<file path="src/rtl/can_txq_pkg.sv">
// shared constants for the transmit queue control and status block
package can_txq_pkg;

    // register selects on the register port
    localparam logic [1:0] SEL_CONTROL = 2'h0;
    localparam logic [1:0] SEL_STATUS = 2'h1;
    localparam logic [1:0] SEL_HEAD_ADDRESS = 2'h2;

    // control register fields
    localparam int CTL_RETRY_LSB = 21;
    localparam int CTL_QUEUE_RESET = 10;
    localparam int CTL_SEND_REQUEST = 9;
    localparam int CTL_HEAD_INCREMENT = 8;
    localparam int CTL_TRANSMIT_DIR = 7;
    localparam int CTL_ATTEMPTS_IE = 4;
    localparam int CTL_EMPTY_IE = 2;
    localparam int CTL_NOT_FULL_IE = 0;

    // status register fields
    localparam int STA_INDEX_LSB = 8;
    localparam int STA_ABORTED = 7;
    localparam int STA_LOST_ARB = 6;
    localparam int STA_TX_ERROR = 5;
    localparam int STA_ATTEMPTS_FLAG = 4;
    localparam int STA_EMPTY = 2;
    localparam int STA_NOT_FULL = 0;

    // reset values
    localparam logic [1:0] RETRY_FIELD_RESET = 2'h3;
    localparam logic [4:0] INDEX_RESET = 5'h00;
    localparam logic [31:0] WORD_RESET = 32'h0000_0000;

    // retry field encodings
    localparam logic [1:0] RETRY_NONE = 2'h0;
    localparam logic [1:0] RETRY_THREE = 2'h1;

    // failed attempts that exhaust a message in each limited mode
    localparam logic [2:0] FAILS_NO_RETRY = 3'h1;
    localparam logic [2:0] FAILS_THREE_RETRY = 3'h4;

    // queue reset sequencing
    typedef enum logic {
        Q_RUN = 1'b0,
        Q_RESET = 1'b1
    } queue_state_t;

endpackage

</file>
<file path="src/rtl/can_txq_ctrl.sv">
// transmit queue control, status and head address registers
// How it works
// writing reset bit resets queue, then self-clears
// host polls reset bit until it reads zero
// reset bit held in configuration, cleared leaving it
// send request set by host, cleared after all sent
// writing zero while set requests message abort
// send request clears only on completion, abort, reset
// head increment advances head by one slot
// transmit direction bit always reads one
// three separate interrupt enables, one enables
// five-bit index of next message to transmit
// aborted bit: last message aborted, else zero
// lost arbitration bit set when arbitration lost
// transmit error bit set on bus error
// three status bits cleared on request or written zero
// three status bits set only at completion or abort, reset clears
// sticky flag when attempts exhausted, host clears
// empty flag reads one when queue holds nothing
// not-full flag reads one when slot free
// head address register gives next write address
// host reads head address only outside configuration
// retry field: none, three, or unlimited retries
// empty and not-full follow pointers and depth
module can_txq_ctrl (
    input wire logic mclk_in,
    input wire logic rst_in,
    input wire logic config_mode_in,
    input wire logic global_retry_enable_in,
    input wire logic [4:0] queue_depth_field_in,
    input wire logic [31:0] ram_base_in,
    input wire logic [7:0] slot_bytes_in,
    input wire logic reg_write_in,
    input wire logic reg_read_in,
    input wire logic [1:0] reg_sel_in,
    input wire logic [31:0] reg_wdata_in,
    input wire logic tx_success_in,
    input wire logic tx_lost_arb_in,
    input wire logic tx_bus_err_in,
    input wire logic tx_aborted_in,
    output logic [31:0] reg_rdata_out,
    output logic reg_rvalid_out,
    output logic tx_pending_out,
    output logic abort_request_out,
    output logic [4:0] tail_index_out,
    output logic [2:0] irq_enabled_events_out
);

    can_txq_pkg::queue_state_t state;
    can_txq_pkg::queue_state_t next_state;

    logic [1:0] retry_attempts_field;
    logic attempts_exhausted_irq_enable;
    logic queue_empty_irq_enable;
    logic queue_not_full_irq_enable;
    logic send_request_bit;
    logic abort_pending;
    logic aborted_status;
    logic lost_arbitration_status;
    logic transmit_error_status;
    logic attempts_exhausted_flag;
    logic acc_lost_arb;
    logic acc_bus_err;
    logic [2:0] fail_count;
    logic [31:0] queue_head_address;

    logic [4:0] head_index;
    logic [4:0] next_transmit_index;
    logic queue_empty_flag;
    logic queue_not_full_flag;
    logic last_one;

    logic wr_control;
    logic wr_status;
    logic queue_reset_bit;
    logic head_increment;
    logic request_set;
    logic request_abort;
    logic attempt_failed;
    logic exhausted;
    logic msg_done;
    logic msg_abort;

    function automatic logic field_is(input logic [31:0] word, input int pos);
        field_is = word[pos];
    endfunction

    assign wr_control = reg_write_in && (reg_sel_in == can_txq_pkg::SEL_CONTROL);
    assign wr_status = reg_write_in && (reg_sel_in == can_txq_pkg::SEL_STATUS);
    assign queue_reset_bit = (state == can_txq_pkg::Q_RESET);
    // commits are refused while the queue is being reset
    assign head_increment = wr_control && !queue_reset_bit
        && field_is(reg_wdata_in, can_txq_pkg::CTL_HEAD_INCREMENT);
    assign request_set = wr_control && !queue_reset_bit && !send_request_bit
        && field_is(reg_wdata_in, can_txq_pkg::CTL_SEND_REQUEST);
    assign request_abort = wr_control && send_request_bit
        && !field_is(reg_wdata_in, can_txq_pkg::CTL_SEND_REQUEST);
    assign attempt_failed = send_request_bit && (tx_lost_arb_in || tx_bus_err_in);

    // retries only apply when enabled globally; otherwise one try per message
    always_comb begin
        exhausted = 1'b0;
        if (attempt_failed) begin
            if (!global_retry_enable_in || retry_attempts_field == can_txq_pkg::RETRY_NONE) begin
                exhausted = (fail_count + 3'h1) >= can_txq_pkg::FAILS_NO_RETRY;
            end else if (retry_attempts_field == can_txq_pkg::RETRY_THREE) begin
                exhausted = (fail_count + 3'h1) >= can_txq_pkg::FAILS_THREE_RETRY;
            end
        end
    end

    assign msg_done = send_request_bit && tx_success_in;
    assign msg_abort = send_request_bit && (tx_aborted_in || exhausted);

    txq_pointers u_pointers (
        .mclk_in(mclk_in),
        .rst_in(rst_in),
        .clear_in(queue_reset_bit),
        .push_in(head_increment),
        .pop_in(msg_done),
        .depth_field_in(queue_depth_field_in),
        .head_index_out(head_index),
        .tail_index_out(next_transmit_index),
        .empty_out(queue_empty_flag),
        .not_full_out(queue_not_full_flag),
        .last_one_out(last_one)
    );

    // queue reset sequencing
    always_comb begin
        next_state = state;
        if (config_mode_in) begin
            next_state = can_txq_pkg::Q_RESET;
        end else if (state == can_txq_pkg::Q_RESET) begin
            next_state = can_txq_pkg::Q_RUN;
        end else if (wr_control && field_is(reg_wdata_in, can_txq_pkg::CTL_QUEUE_RESET)) begin
            next_state = can_txq_pkg::Q_RESET;
        end
    end

    always_ff @(posedge mclk_in) begin
        if (rst_in) begin
            state <= can_txq_pkg::Q_RESET;
        end else begin
            state <= next_state;
        end
    end

    // host-writable control fields
    always_ff @(posedge mclk_in) begin
        if (rst_in) begin
            retry_attempts_field <= can_txq_pkg::RETRY_FIELD_RESET;
            attempts_exhausted_irq_enable <= 1'b0;
            queue_empty_irq_enable <= 1'b0;
            queue_not_full_irq_enable <= 1'b0;
        end else if (wr_control) begin
            // retry policy must not change under a message in flight
            if (config_mode_in) begin
                retry_attempts_field <= reg_wdata_in[can_txq_pkg::CTL_RETRY_LSB +: 2];
            end
            attempts_exhausted_irq_enable <= reg_wdata_in[can_txq_pkg::CTL_ATTEMPTS_IE];
            queue_empty_irq_enable <= reg_wdata_in[can_txq_pkg::CTL_EMPTY_IE];
            queue_not_full_irq_enable <= reg_wdata_in[can_txq_pkg::CTL_NOT_FULL_IE];
        end
    end

    // send request and abort request
    always_ff @(posedge mclk_in) begin
        if (rst_in || queue_reset_bit) begin
            send_request_bit <= 1'b0;
            abort_pending <= 1'b0;
        end else begin
            if (msg_abort || (msg_done && last_one)) begin
                send_request_bit <= 1'b0;
            end else if (request_set) begin
                send_request_bit <= 1'b1;
            end
            // the bit itself stays set until the abort really happens
            if (msg_abort || (msg_done && last_one)) begin
                abort_pending <= 1'b0;
            end else if (request_abort) begin
                abort_pending <= 1'b1;
            end
        end
    end

    // failed attempt bookkeeping, folded into status only at message end
    always_ff @(posedge mclk_in) begin
        if (rst_in || queue_reset_bit || msg_done || msg_abort || request_set) begin
            fail_count <= 3'h0;
            acc_lost_arb <= 1'b0;
            acc_bus_err <= 1'b0;
        end else if (attempt_failed) begin
            if (fail_count != 3'h7) begin
                fail_count <= fail_count + 3'h1;
            end
            acc_lost_arb <= acc_lost_arb || tx_lost_arb_in;
            acc_bus_err <= acc_bus_err || tx_bus_err_in;
        end
    end

    // message outcome status; an outcome in the clearing cycle wins
    always_ff @(posedge mclk_in) begin
        if (rst_in || queue_reset_bit) begin
            aborted_status <= 1'b0;
            lost_arbitration_status <= 1'b0;
            transmit_error_status <= 1'b0;
        end else if (msg_done || msg_abort) begin
            aborted_status <= msg_abort;
            lost_arbitration_status <= acc_lost_arb || tx_lost_arb_in;
            transmit_error_status <= acc_bus_err || tx_bus_err_in;
        end else begin
            if (request_set) begin
                aborted_status <= 1'b0;
                lost_arbitration_status <= 1'b0;
                transmit_error_status <= 1'b0;
            end
            if (wr_status && !reg_wdata_in[can_txq_pkg::STA_ABORTED]) begin
                aborted_status <= 1'b0;
            end
            if (wr_status && !reg_wdata_in[can_txq_pkg::STA_LOST_ARB]) begin
                lost_arbitration_status <= 1'b0;
            end
            if (wr_status && !reg_wdata_in[can_txq_pkg::STA_TX_ERROR]) begin
                transmit_error_status <= 1'b0;
            end
        end
    end

    // sticky attempts exhausted flag, set beats a same-cycle clear
    always_ff @(posedge mclk_in) begin
        if (rst_in) begin
            attempts_exhausted_flag <= 1'b0;
        end else if (exhausted && send_request_bit) begin
            attempts_exhausted_flag <= 1'b1;
        end else if (wr_status && !reg_wdata_in[can_txq_pkg::STA_ATTEMPTS_FLAG]) begin
            attempts_exhausted_flag <= 1'b0;
        end
    end

    // head address follows the head pointer one cycle later; not meaningful in configuration
    always_ff @(posedge mclk_in) begin
        if (rst_in) begin
            queue_head_address <= can_txq_pkg::WORD_RESET;
        end else begin
            // widened before the product so a far slot does not wrap at eight bits
            queue_head_address <= ram_base_in
                + {19'h00000, 13'(head_index) * 13'(slot_bytes_in)};
        end
    end

    // register read port
    always_ff @(posedge mclk_in) begin
        if (rst_in) begin
            reg_rdata_out <= can_txq_pkg::WORD_RESET;
            reg_rvalid_out <= 1'b0;
        end else begin
            reg_rvalid_out <= reg_read_in;
            if (!reg_read_in) begin
                reg_rdata_out <= reg_rdata_out;
            end else if (reg_sel_in == can_txq_pkg::SEL_CONTROL) begin
                reg_rdata_out <= can_txq_pkg::WORD_RESET;
                reg_rdata_out[can_txq_pkg::CTL_RETRY_LSB +: 2] <= retry_attempts_field;
                reg_rdata_out[can_txq_pkg::CTL_QUEUE_RESET] <= queue_reset_bit;
                reg_rdata_out[can_txq_pkg::CTL_SEND_REQUEST] <= send_request_bit;
                reg_rdata_out[can_txq_pkg::CTL_TRANSMIT_DIR] <= 1'b1;
                reg_rdata_out[can_txq_pkg::CTL_ATTEMPTS_IE] <= attempts_exhausted_irq_enable;
                reg_rdata_out[can_txq_pkg::CTL_EMPTY_IE] <= queue_empty_irq_enable;
                reg_rdata_out[can_txq_pkg::CTL_NOT_FULL_IE] <= queue_not_full_irq_enable;
            end else if (reg_sel_in == can_txq_pkg::SEL_STATUS) begin
                reg_rdata_out <= can_txq_pkg::WORD_RESET;
                reg_rdata_out[can_txq_pkg::STA_INDEX_LSB +: 5] <= next_transmit_index;
                reg_rdata_out[can_txq_pkg::STA_ABORTED] <= aborted_status;
                reg_rdata_out[can_txq_pkg::STA_LOST_ARB] <= lost_arbitration_status;
                reg_rdata_out[can_txq_pkg::STA_TX_ERROR] <= transmit_error_status;
                reg_rdata_out[can_txq_pkg::STA_ATTEMPTS_FLAG] <= attempts_exhausted_flag;
                reg_rdata_out[can_txq_pkg::STA_EMPTY] <= queue_empty_flag;
                reg_rdata_out[can_txq_pkg::STA_NOT_FULL] <= queue_not_full_flag;
            end else if (reg_sel_in == can_txq_pkg::SEL_HEAD_ADDRESS) begin
                reg_rdata_out <= queue_head_address;
            end else begin
                reg_rdata_out <= can_txq_pkg::WORD_RESET;
            end
        end
    end

    // towards the protocol engine and the interrupt combiner
    always_ff @(posedge mclk_in) begin
        if (rst_in) begin
            tx_pending_out <= 1'b0;
            abort_request_out <= 1'b0;
            tail_index_out <= can_txq_pkg::INDEX_RESET;
            irq_enabled_events_out <= 3'h0;
        end else begin
            tx_pending_out <= send_request_bit && !queue_empty_flag && !queue_reset_bit;
            abort_request_out <= abort_pending || request_abort;
            tail_index_out <= next_transmit_index;
            irq_enabled_events_out <= {
                attempts_exhausted_flag && attempts_exhausted_irq_enable,
                queue_empty_flag && queue_empty_irq_enable,
                queue_not_full_flag && queue_not_full_irq_enable
            };
        end
    end

endmodule

</file>
<file path="src/rtl/txq_pointers.sv">
// head and tail pointers of the transmit queue, with occupancy flags
module txq_pointers (
    input wire logic mclk_in,
    input wire logic rst_in,
    input wire logic clear_in,
    input wire logic push_in,
    input wire logic pop_in,
    input wire logic [4:0] depth_field_in,
    output logic [4:0] head_index_out,
    output logic [4:0] tail_index_out,
    output logic empty_out,
    output logic not_full_out,
    output logic last_one_out
);

    logic [5:0] count;
    logic [5:0] depth;
    logic do_push;
    logic do_pop;
    logic [5:0] next_count;

    // depth field is slots minus one
    assign depth = {1'b0, depth_field_in} + 6'h01;
    // a push into a full queue or a pop from an empty one is dropped
    assign do_push = push_in && (count < depth);
    assign do_pop = pop_in && (count != 6'h00);

    function automatic logic [4:0] wrap_next(input logic [4:0] idx, input logic [4:0] lim);
        wrap_next = (idx >= lim) ? 5'h00 : idx + 5'h01;
    endfunction

    always_comb begin
        next_count = count;
        if (do_push && !do_pop) begin
            next_count = count + 6'h01;
        end else if (do_pop && !do_push) begin
            next_count = count - 6'h01;
        end
    end

    always_ff @(posedge mclk_in) begin
        if (rst_in || clear_in) begin
            head_index_out <= can_txq_pkg::INDEX_RESET;
            tail_index_out <= can_txq_pkg::INDEX_RESET;
            count <= 6'h00;
        end else begin
            if (do_push) begin
                head_index_out <= wrap_next(head_index_out, depth_field_in);
            end
            if (do_pop) begin
                tail_index_out <= wrap_next(tail_index_out, depth_field_in);
            end
            count <= next_count;
        end
    end

    always_ff @(posedge mclk_in) begin
        if (rst_in || clear_in) begin
            empty_out <= 1'b1;
            not_full_out <= 1'b1;
            last_one_out <= 1'b0;
        end else begin
            empty_out <= (next_count == 6'h00);
            not_full_out <= (next_count < depth);
            last_one_out <= (next_count == 6'h01);
        end
    end

endmodule

</file>
<file path="config.mk">
export PLATFORM = sky130hd
export DESIGN_NAME = can_txq_ctrl
export DESIGN_NICKNAME = d
export VERILOG_FILES = /design/src/rtl/can_txq_pkg.sv /design/src/rtl/can_txq_ctrl.sv /design/src/rtl/txq_pointers.sv
export SDC_FILE = /design/constraint.sdc
export NUM_CORES = 1
export LEC_CHECK = 0
export ABC_AREA = 1
export BUFFER_PORTS_ARGS = -buffer_cell sky130_fd_sc_hd__buf_2
export CORE_MARGIN = 2
export CORE_UTILIZATION = 57
export CTS_CLUSTER_DIAMETER = 100
export DETAILED_ROUTE_END_ITERATION = 7
export GPL_TIMING_DRIVEN = 0
export PLACE_DENSITY = 0.81
export SYNTH_ARGS = -nofsm -noshare
export SYNTH_HDL_FRONTEND = slang
export SYNTH_HIERARCHICAL = 1
export SYNTH_SLANG_ARGS = --single-unit
</file>
<file path="constraint.sdc">
create_clock -name mclk_in -period 5.6 [get_ports mclk_in]
set_input_delay 1.68 -clock mclk_in [delete_from_list [all_inputs] [get_ports mclk_in]]
set_output_delay 1.68 -clock mclk_in [all_outputs]
set_load 0.02 [all_outputs]
</file>
* Yosys cells after proc, flatten, opt, wreduce, memory -nomap -nowiden
Cells that the tools add are included.
** Operators by class
- $lt $le $gt $ge :: 6
- Mux-type cells :: 21
- Equality and inequality tests :: 5
- Reductions and logical operators :: 62
- $mul :: 1
- $add $sub $neg :: 7
** Operators by type and width (number)
- 32-bit two-way mux :: 3
- 32-bit by 13-bit adder with 32-bit output :: 1
- 1-bit logical AND :: 27
- 1-bit two-way mux :: 14
- 5-bit by 8-bit multiplier with 13-bit output :: 1
- 1-bit logical OR :: 12
- 6-bit < comparator :: 2
- 6-bit two-way mux :: 2
- 1-bit logical NOT :: 11
- 5-bit by 1-bit adder with 5-bit output (second input constant) :: 2
- 5-bit >= comparator :: 2
- 5-bit two-way mux :: 2
- 3-bit nonzero test :: 3
- 5-bit by 1-bit adder with 6-bit output (second input constant) :: 1
- 6-bit by 1-bit adder with 6-bit output (second input constant) :: 1
- 6-bit by 1-bit == test with 1-bit output (second input constant) :: 1
- 6-bit logical NOT :: 1
- 6-bit nonzero test :: 1
- 6-bit by 1-bit subtractor with 6-bit output (second input constant) :: 1
- 2-bit by 1-bit == test with 1-bit output (second input constant) :: 2
- 2-bit logical NOT :: 2
- 2-bit AND reduction :: 2
- 2-bit OR reduction :: 2
- 3-bit by 1-bit adder with 3-bit output (second input constant) :: 1
- 5 further kinds :: 5
** Word-level totals
- Word-level logic and storage cells :: 129
- Bits in registers :: 111

* Logic depth before layout (Yosys ltp)
- Depth in word-level cells :: 10
- Depth in mapped cells :: 24
- Gate-level depth less buffers :: 24

* Modules after synthesis
The synthesis kept the hierarchy.
** Modules (own cells, without submodules)
- can_txq_ctrl :: sequential area each 1841.8 um^2, area an instance 5635.4 um^2, times used 1, cells an instance 823
- txq_pointers :: sequential area each 380.4 um^2, area an instance 1601.5 um^2, times used 1, cells an instance 227

* Least setup slack after synthesis
OpenSTA, ideal clock, no wires.
- Kind :: input-to-reg
- From :: in slot_bytes_in[1]
- To :: reg queue_head_address[18]
- Required time :: 5.487 ns
- Setup time :: 0.113 ns
- Cell stages on the path :: 16
- Path slack :: 1.054 ns
- Arrival :: 4.433 ns
- Cells stage by stage :: nand2_1 -> inv_1 -> fa_1 -> fa_1 -> inv_1 -> fa_1 -> inv_1 -> ha_1 -> nand2_1 -> nand3_1 -> nand2_1 -> nand2_1 -> a21oi_1 -> nand2_1 -> nand2_1 -> nor2_1
** On the way
- Word-level cells in the longest chain between the ends :: 2
** Ends and longest elaborated chain
- start: declaration :: line can_txq_ctrl.sv:32 : input wire logic [7:0] slot_bytes_in,
- 5-bit by 8-bit multiplier with 13-bit output :: line can_txq_ctrl.sv:248 : + {19'h00000, 13'(head_index) * 13'(slot_bytes_in)};
- 32-bit by 13-bit adder with 32-bit output :: line can_txq_ctrl.sv:248
- end signal: assignment :: line can_txq_ctrl.sv:244 : queue_head_address <= can_txq_pkg::WORD_RESET;
- end signal: assignment :: line can_txq_ctrl.sv:247 : queue_head_address <= ram_base_in
- end: declaration :: line can_txq_ctrl.sv:65 : logic [31:0] queue_head_address;
No other way between the ends.
A chain may end at the register's enable or synchronous reset.

* Worst setup path in the final report
- From :: in slot_bytes_in[1]
- To :: reg queue_head_address[24]
The elaborated chain is that of the path after synthesis.

==> impl_summary.log <==
INFO  metric outcome = completed
INFO  metric core_area = 12520 sq um
INFO  metric post-cts-setup-buffers = 0
INFO  metric layout_worst_path_cycle_share = 0.8602
INFO  metric switchingPower = 0.0004626 W
INFO  metric gp_congestion = 0.9397
INFO  metric data_arrival_time_of_the_worst_path = 5.07 ns
INFO  metric dr_wl_cell = 12.99 um
INFO  metric flow.area_growth_from_synthesis = 14.68%
INFO  metric fillCellCount = 1172
INFO  metric num_io_pins = 132
INFO  metric finish.utilization = 0.6630
INFO  metric clock_tree.root_cell = sky130_fd_sc_hd__clkbuf_16
INFO  metric post_synth_inst_count = 1050
INFO  metric ctsLongestPathBuffers = 2
INFO  metric crit_path_kind = primary input to flip-flop
INFO  metric setup.worst_path.start_class = primary input
INFO  metric cts.sinks = 111
INFO  metric grt_setup_unrepaired = false
INFO  metric die_height = 116.7 um
INFO  metric setup_violation_total_in_the_final_timing_report = 0
INFO  metric yosysSeqAreaShare = 0.3071
INFO  metric timing.critical_path.cells = buf_2 > nand2_1 > inv_1 > fa_1 > fa_1 > inv_1 > fa_1 > inv_1 > ha_1 > nand2_1 > nand3_1 > nand2_1 > nand2_1 > nand2_1 > nand2_1 > nand3_1 > nand2_1 > nor2_1
INFO  metric grt_antenna_before_repair = 0
INFO  metric chipWidth = 116.7 um
INFO  metric worstHoldPathType = flip-flop to flip-flop
INFO  metric switching_share = 0.2774
INFO  metric critical_path.startpoint = slot_bytes_in[1]
INFO  metric vdd_ir_drop_max = 0.1749 mV
INFO  metric clock_power_share = 0.376
INFO  metric worst_skew_pair.late_latency = 0.35 ns
INFO  metric crit_top_cell = sky130_fd_sc_hd__nand2_1
INFO  metric antennaDiodeCount = 0
INFO  metric detail_route.first_pass.iterations = 5
INFO  metric yosysTopAreaCell = sky130_fd_sc_hd__dfxtp_1
INFO  metric tritoncts = done
INFO  metric synth_area = 7237 sq um
INFO  metric final_hold_viol_count = 0
INFO  metric worst_path_largest_cell_delay = 0.55 ns
INFO  metric hpwlAfterDp = 14.01 mm
INFO  metric fmaxAchievable = 207.6 MHz
INFO  metric power_share_of_the_sequential_group = 0.499
INFO  metric avgViaCountPerCell = 5.116
INFO  metric port-buffer-count = 110
INFO  metric slew-limit-headroom = 0.5682
INFO  metric grt_overflow_total = 0
INFO  metric pin_count_of_the_biggest_net_entering_global_routing = 22
INFO  metric critPathRequiredTime = 5.86 ns
INFO  metric cellLeakagePower = 4.418 nW
INFO  metric total_power = 0.001668 W
INFO  metric synth-edff-count = 0
INFO  metric clock-skew-final = 0.009136 ns
INFO  metric first_global_vias = 6560
INFO  metric antenna_viol_nets_final = 0
INFO  metric cts_buffers = 9
INFO  metric synthesis.yosys.warnings = 6
INFO  metric dr.first_iter.drc_count = 515
INFO  metric holdWs = 0.4462 ns
INFO  metric power.internal = 0.001205 W
INFO  metric path_max_fanout = 6
INFO  metric first_pass_grt_wire_length = 29.46 mm
INFO  metric power_density = 200.9 nW/um^2
INFO  metric path_buf_inv = 4
INFO  metric cts.htree.levels = 3
INFO  metric drc = 0
INFO  metric worst_setup_hold_path_clk_slew = 0.08 ns
INFO  metric yosysTopAreaCellShare = 0.3071
INFO  metric logic_gate_share_of_total_power = 0.125
INFO  metric synthesis.nets = 1216
INFO  metric detail_route.wirelength = 17.51 mm
INFO  metric synth_async_sr_flop_share = 0
INFO  metric design.die.area = 13610 sq um
INFO  metric max_slew.worst_pin.slew = 0.6477 ns
INFO  metric rows = 41
INFO  metric critical_path.endpoint_type = flip-flop
INFO  metric worstReg2RegStart = u_pointers/head_index_out[1]
INFO  metric holdCritStartpoint = queue_head_address[24]
INFO  metric synthesis_stage_register_bit_count = 111
INFO  metric synth_flop_type = sky130_fd_sc_hd__dfxtp_1
INFO  metric post_synth_num_cell_types = 45
INFO  metric ctsResizeCount = 0
INFO  metric post_route_cells_drive_above_1_share = 0.1454
INFO  metric route.vias.total = 6897
INFO  metric groute.usage.overall = 0.2720
INFO  metric cts_hold_bufs = 0
INFO  metric report.final.slew_viol_count = 0
INFO  metric starting_density_of_the_core = 0.5782
INFO  metric post_synth_main_area_contributors = sky130_fd_sc_hd__dfxtp_1, sky130_fd_sc_hd__nand2_1, sky130_fd_sc_hd__inv_1
INFO  metric finalWorstPathRequiredPeriod = 4.817 ns
INFO  metric synth_area_per_cell = 6.892 sq um
INFO  metric cpLargestDelayFamily = adder cells
INFO  metric setup-tns-final = 0 ns
INFO  metric final_nets = 1337
INFO  metric maxCapViolations = 0
INFO  metric critical_path_cell_with_the_highest_stage_delay = sky130_fd_sc_hd__fa_1
-- cell usage after synthesis (2+ instances only) --
library cell	number
sky130_fd_sc_hd__o21ai_2	3
sky130_fd_sc_hd__nand2_4	2
sky130_fd_sc_hd__o21bai_1	2
sky130_fd_sc_hd__o221ai_1	5
sky130_fd_sc_hd__nor2_2	5
sky130_fd_sc_hd__a31oi_1	5
sky130_fd_sc_hd__xnor2_1	2
sky130_fd_sc_hd__o211ai_1	2
sky130_fd_sc_hd__o21ai_0	48
sky130_fd_sc_hd__mux2_2	2
sky130_fd_sc_hd__nand2_2	10
sky130_fd_sc_hd__ha_1	48
sky130_fd_sc_hd__nand2_1	257
sky130_fd_sc_hd__nand3_2	3
sky130_fd_sc_hd__a21oi_1	68
sky130_fd_sc_hd__nand3b_1	2
sky130_fd_sc_hd__clkbuf_1	15
sky130_fd_sc_hd__buf_1	2
sky130_fd_sc_hd__nor3b_1	2
sky130_fd_sc_hd__inv_1	198
sky130_fd_sc_hd__buf_2	7
sky130_fd_sc_hd__nor2_1	107
sky130_fd_sc_hd__fa_1	29
sky130_fd_sc_hd__nand3_1	55
sky130_fd_sc_hd__dfxtp_1	111
sky130_fd_sc_hd__inv_2	4
sky130_fd_sc_hd__nor3_1	13
sky130_fd_sc_hd__o21a_1	6
sky130_fd_sc_hd__xor2_1	9
sky130_fd_sc_hd__or2_2	2
sky130_fd_sc_hd__nand4_1	12
-- worst reg2reg max path, delay by kind of cell (launching register included) --
family	cells	cell delay (ns)
adders and majority gates	4	1.89
buffers and inverters	4	0.51
DFF	1	0.40
and+or+nand+nor	10	1.24
-- placed cells by master (no fill, tap or decap), types with 13 or more instances in the layout --
cell	n
sky130_fd_sc_hd__a21oi_1	68
sky130_fd_sc_hd__nor2_1	107
sky130_fd_sc_hd__nand3_1	55
sky130_fd_sc_hd__nand2_1	257
sky130_fd_sc_hd__dfxtp_1	111
sky130_fd_sc_hd__o21ai_0	48
sky130_fd_sc_hd__inv_1	198
sky130_fd_sc_hd__clkbuf_1	15
sky130_fd_sc_hd__buf_2	117
sky130_fd_sc_hd__fa_1	29
sky130_fd_sc_hd__ha_1	48
sky130_fd_sc_hd__nor3_1	13
-- layer usage --
layer / global-route usage / part of all wire
met2: 0.4632 / 0.48
met3: 0.03062 / 0.057
met1: 0.3578 / 0.45
met5: 0 / 0
met4: 0.09882 / 0.023
-- worst paths after layout --
| kind | end | slack, ns | cells after the start |
|---|---|---|---|
| setup reg to reg | queue_head_address[24] | 1.47 | 18 |
| setup / recovery | queue_head_address[24] | 0.78 | 18 |
| hold / removal | reg_rdata_out[24] | 0.45 | 2 |
| hold reg to reg | reg_rdata_out[24] | 0.45 | 2 |
-- metrics by stage --
step,cells,worst slack (ns),cell area (sq um)
after global routing,1348,0.5732,8299
after floorplan,1050,1.054,7237
after detailed placement,1332,0.4903,8003
after CTS,1348,0.8534,8299
final,1348,0.7830,8299
after global placement,1332,0.4859,8003
-- power by group through the flow --
stage	Clock, W	Combinational (W)	Sequential (W)
floorplan	0	0.000107	0.000863
global placement	0	0.000203	0.000849
detailed placement	0	0.000207	0.000850
CTS	0.000631	0.000209	0.000832
global route	0.000662	0.000236	0.000834
finish	0.000626	0.000209	0.000832
-- registers in the layout, summed over array words and instances (netlist names), 2 cells and up --
register / cells
irq_enabled_events_out: 3
tail_index_out: 5
fail_count: 3
u_pointers/count: 6
reg_rdata_out: 32
queue_head_address: 32
u_pointers/tail_index_out: 5
retry_attempts_field: 2
u_pointers/head_index_out: 5
-- cell families (layout without fill, tap and decap cells) --
group                      after synthesis  after routing  synth area share
AOI/OAI and AO/OA                      143            143            0.1089
and+or+nand+nor                        478            478            0.2829
buffers and inverters                  228            354            0.1215
adders and majority gates               77             77            0.1632
xor gates and xnor gates                11             11           0.01331
muxes                                    2              2          0.003112
DFF                                    111            111            0.3071
-- layout make-up --
| type | instances | area [sq um] | area share |
|---|---|---|---|
| repair buffers | 110 | 550.5 | 0.06633 |
| flip-flops and latches | 111 | 2222 | 0.2678 |
| clock buffers | 9 | 225.2 | 0.02714 |
| plain buffers | 26 | 121.4 | 0.01462 |
| multi-input cells | 711 | 4135 | 0.4983 |
| clock inverters | 7 | 71.32 | 0.008593 |
| inverters | 202 | 758.2 | 0.09136 |
| well taps | 172 | 215.2 | 0.02593 |
Power figures use the tool's default switching activity.
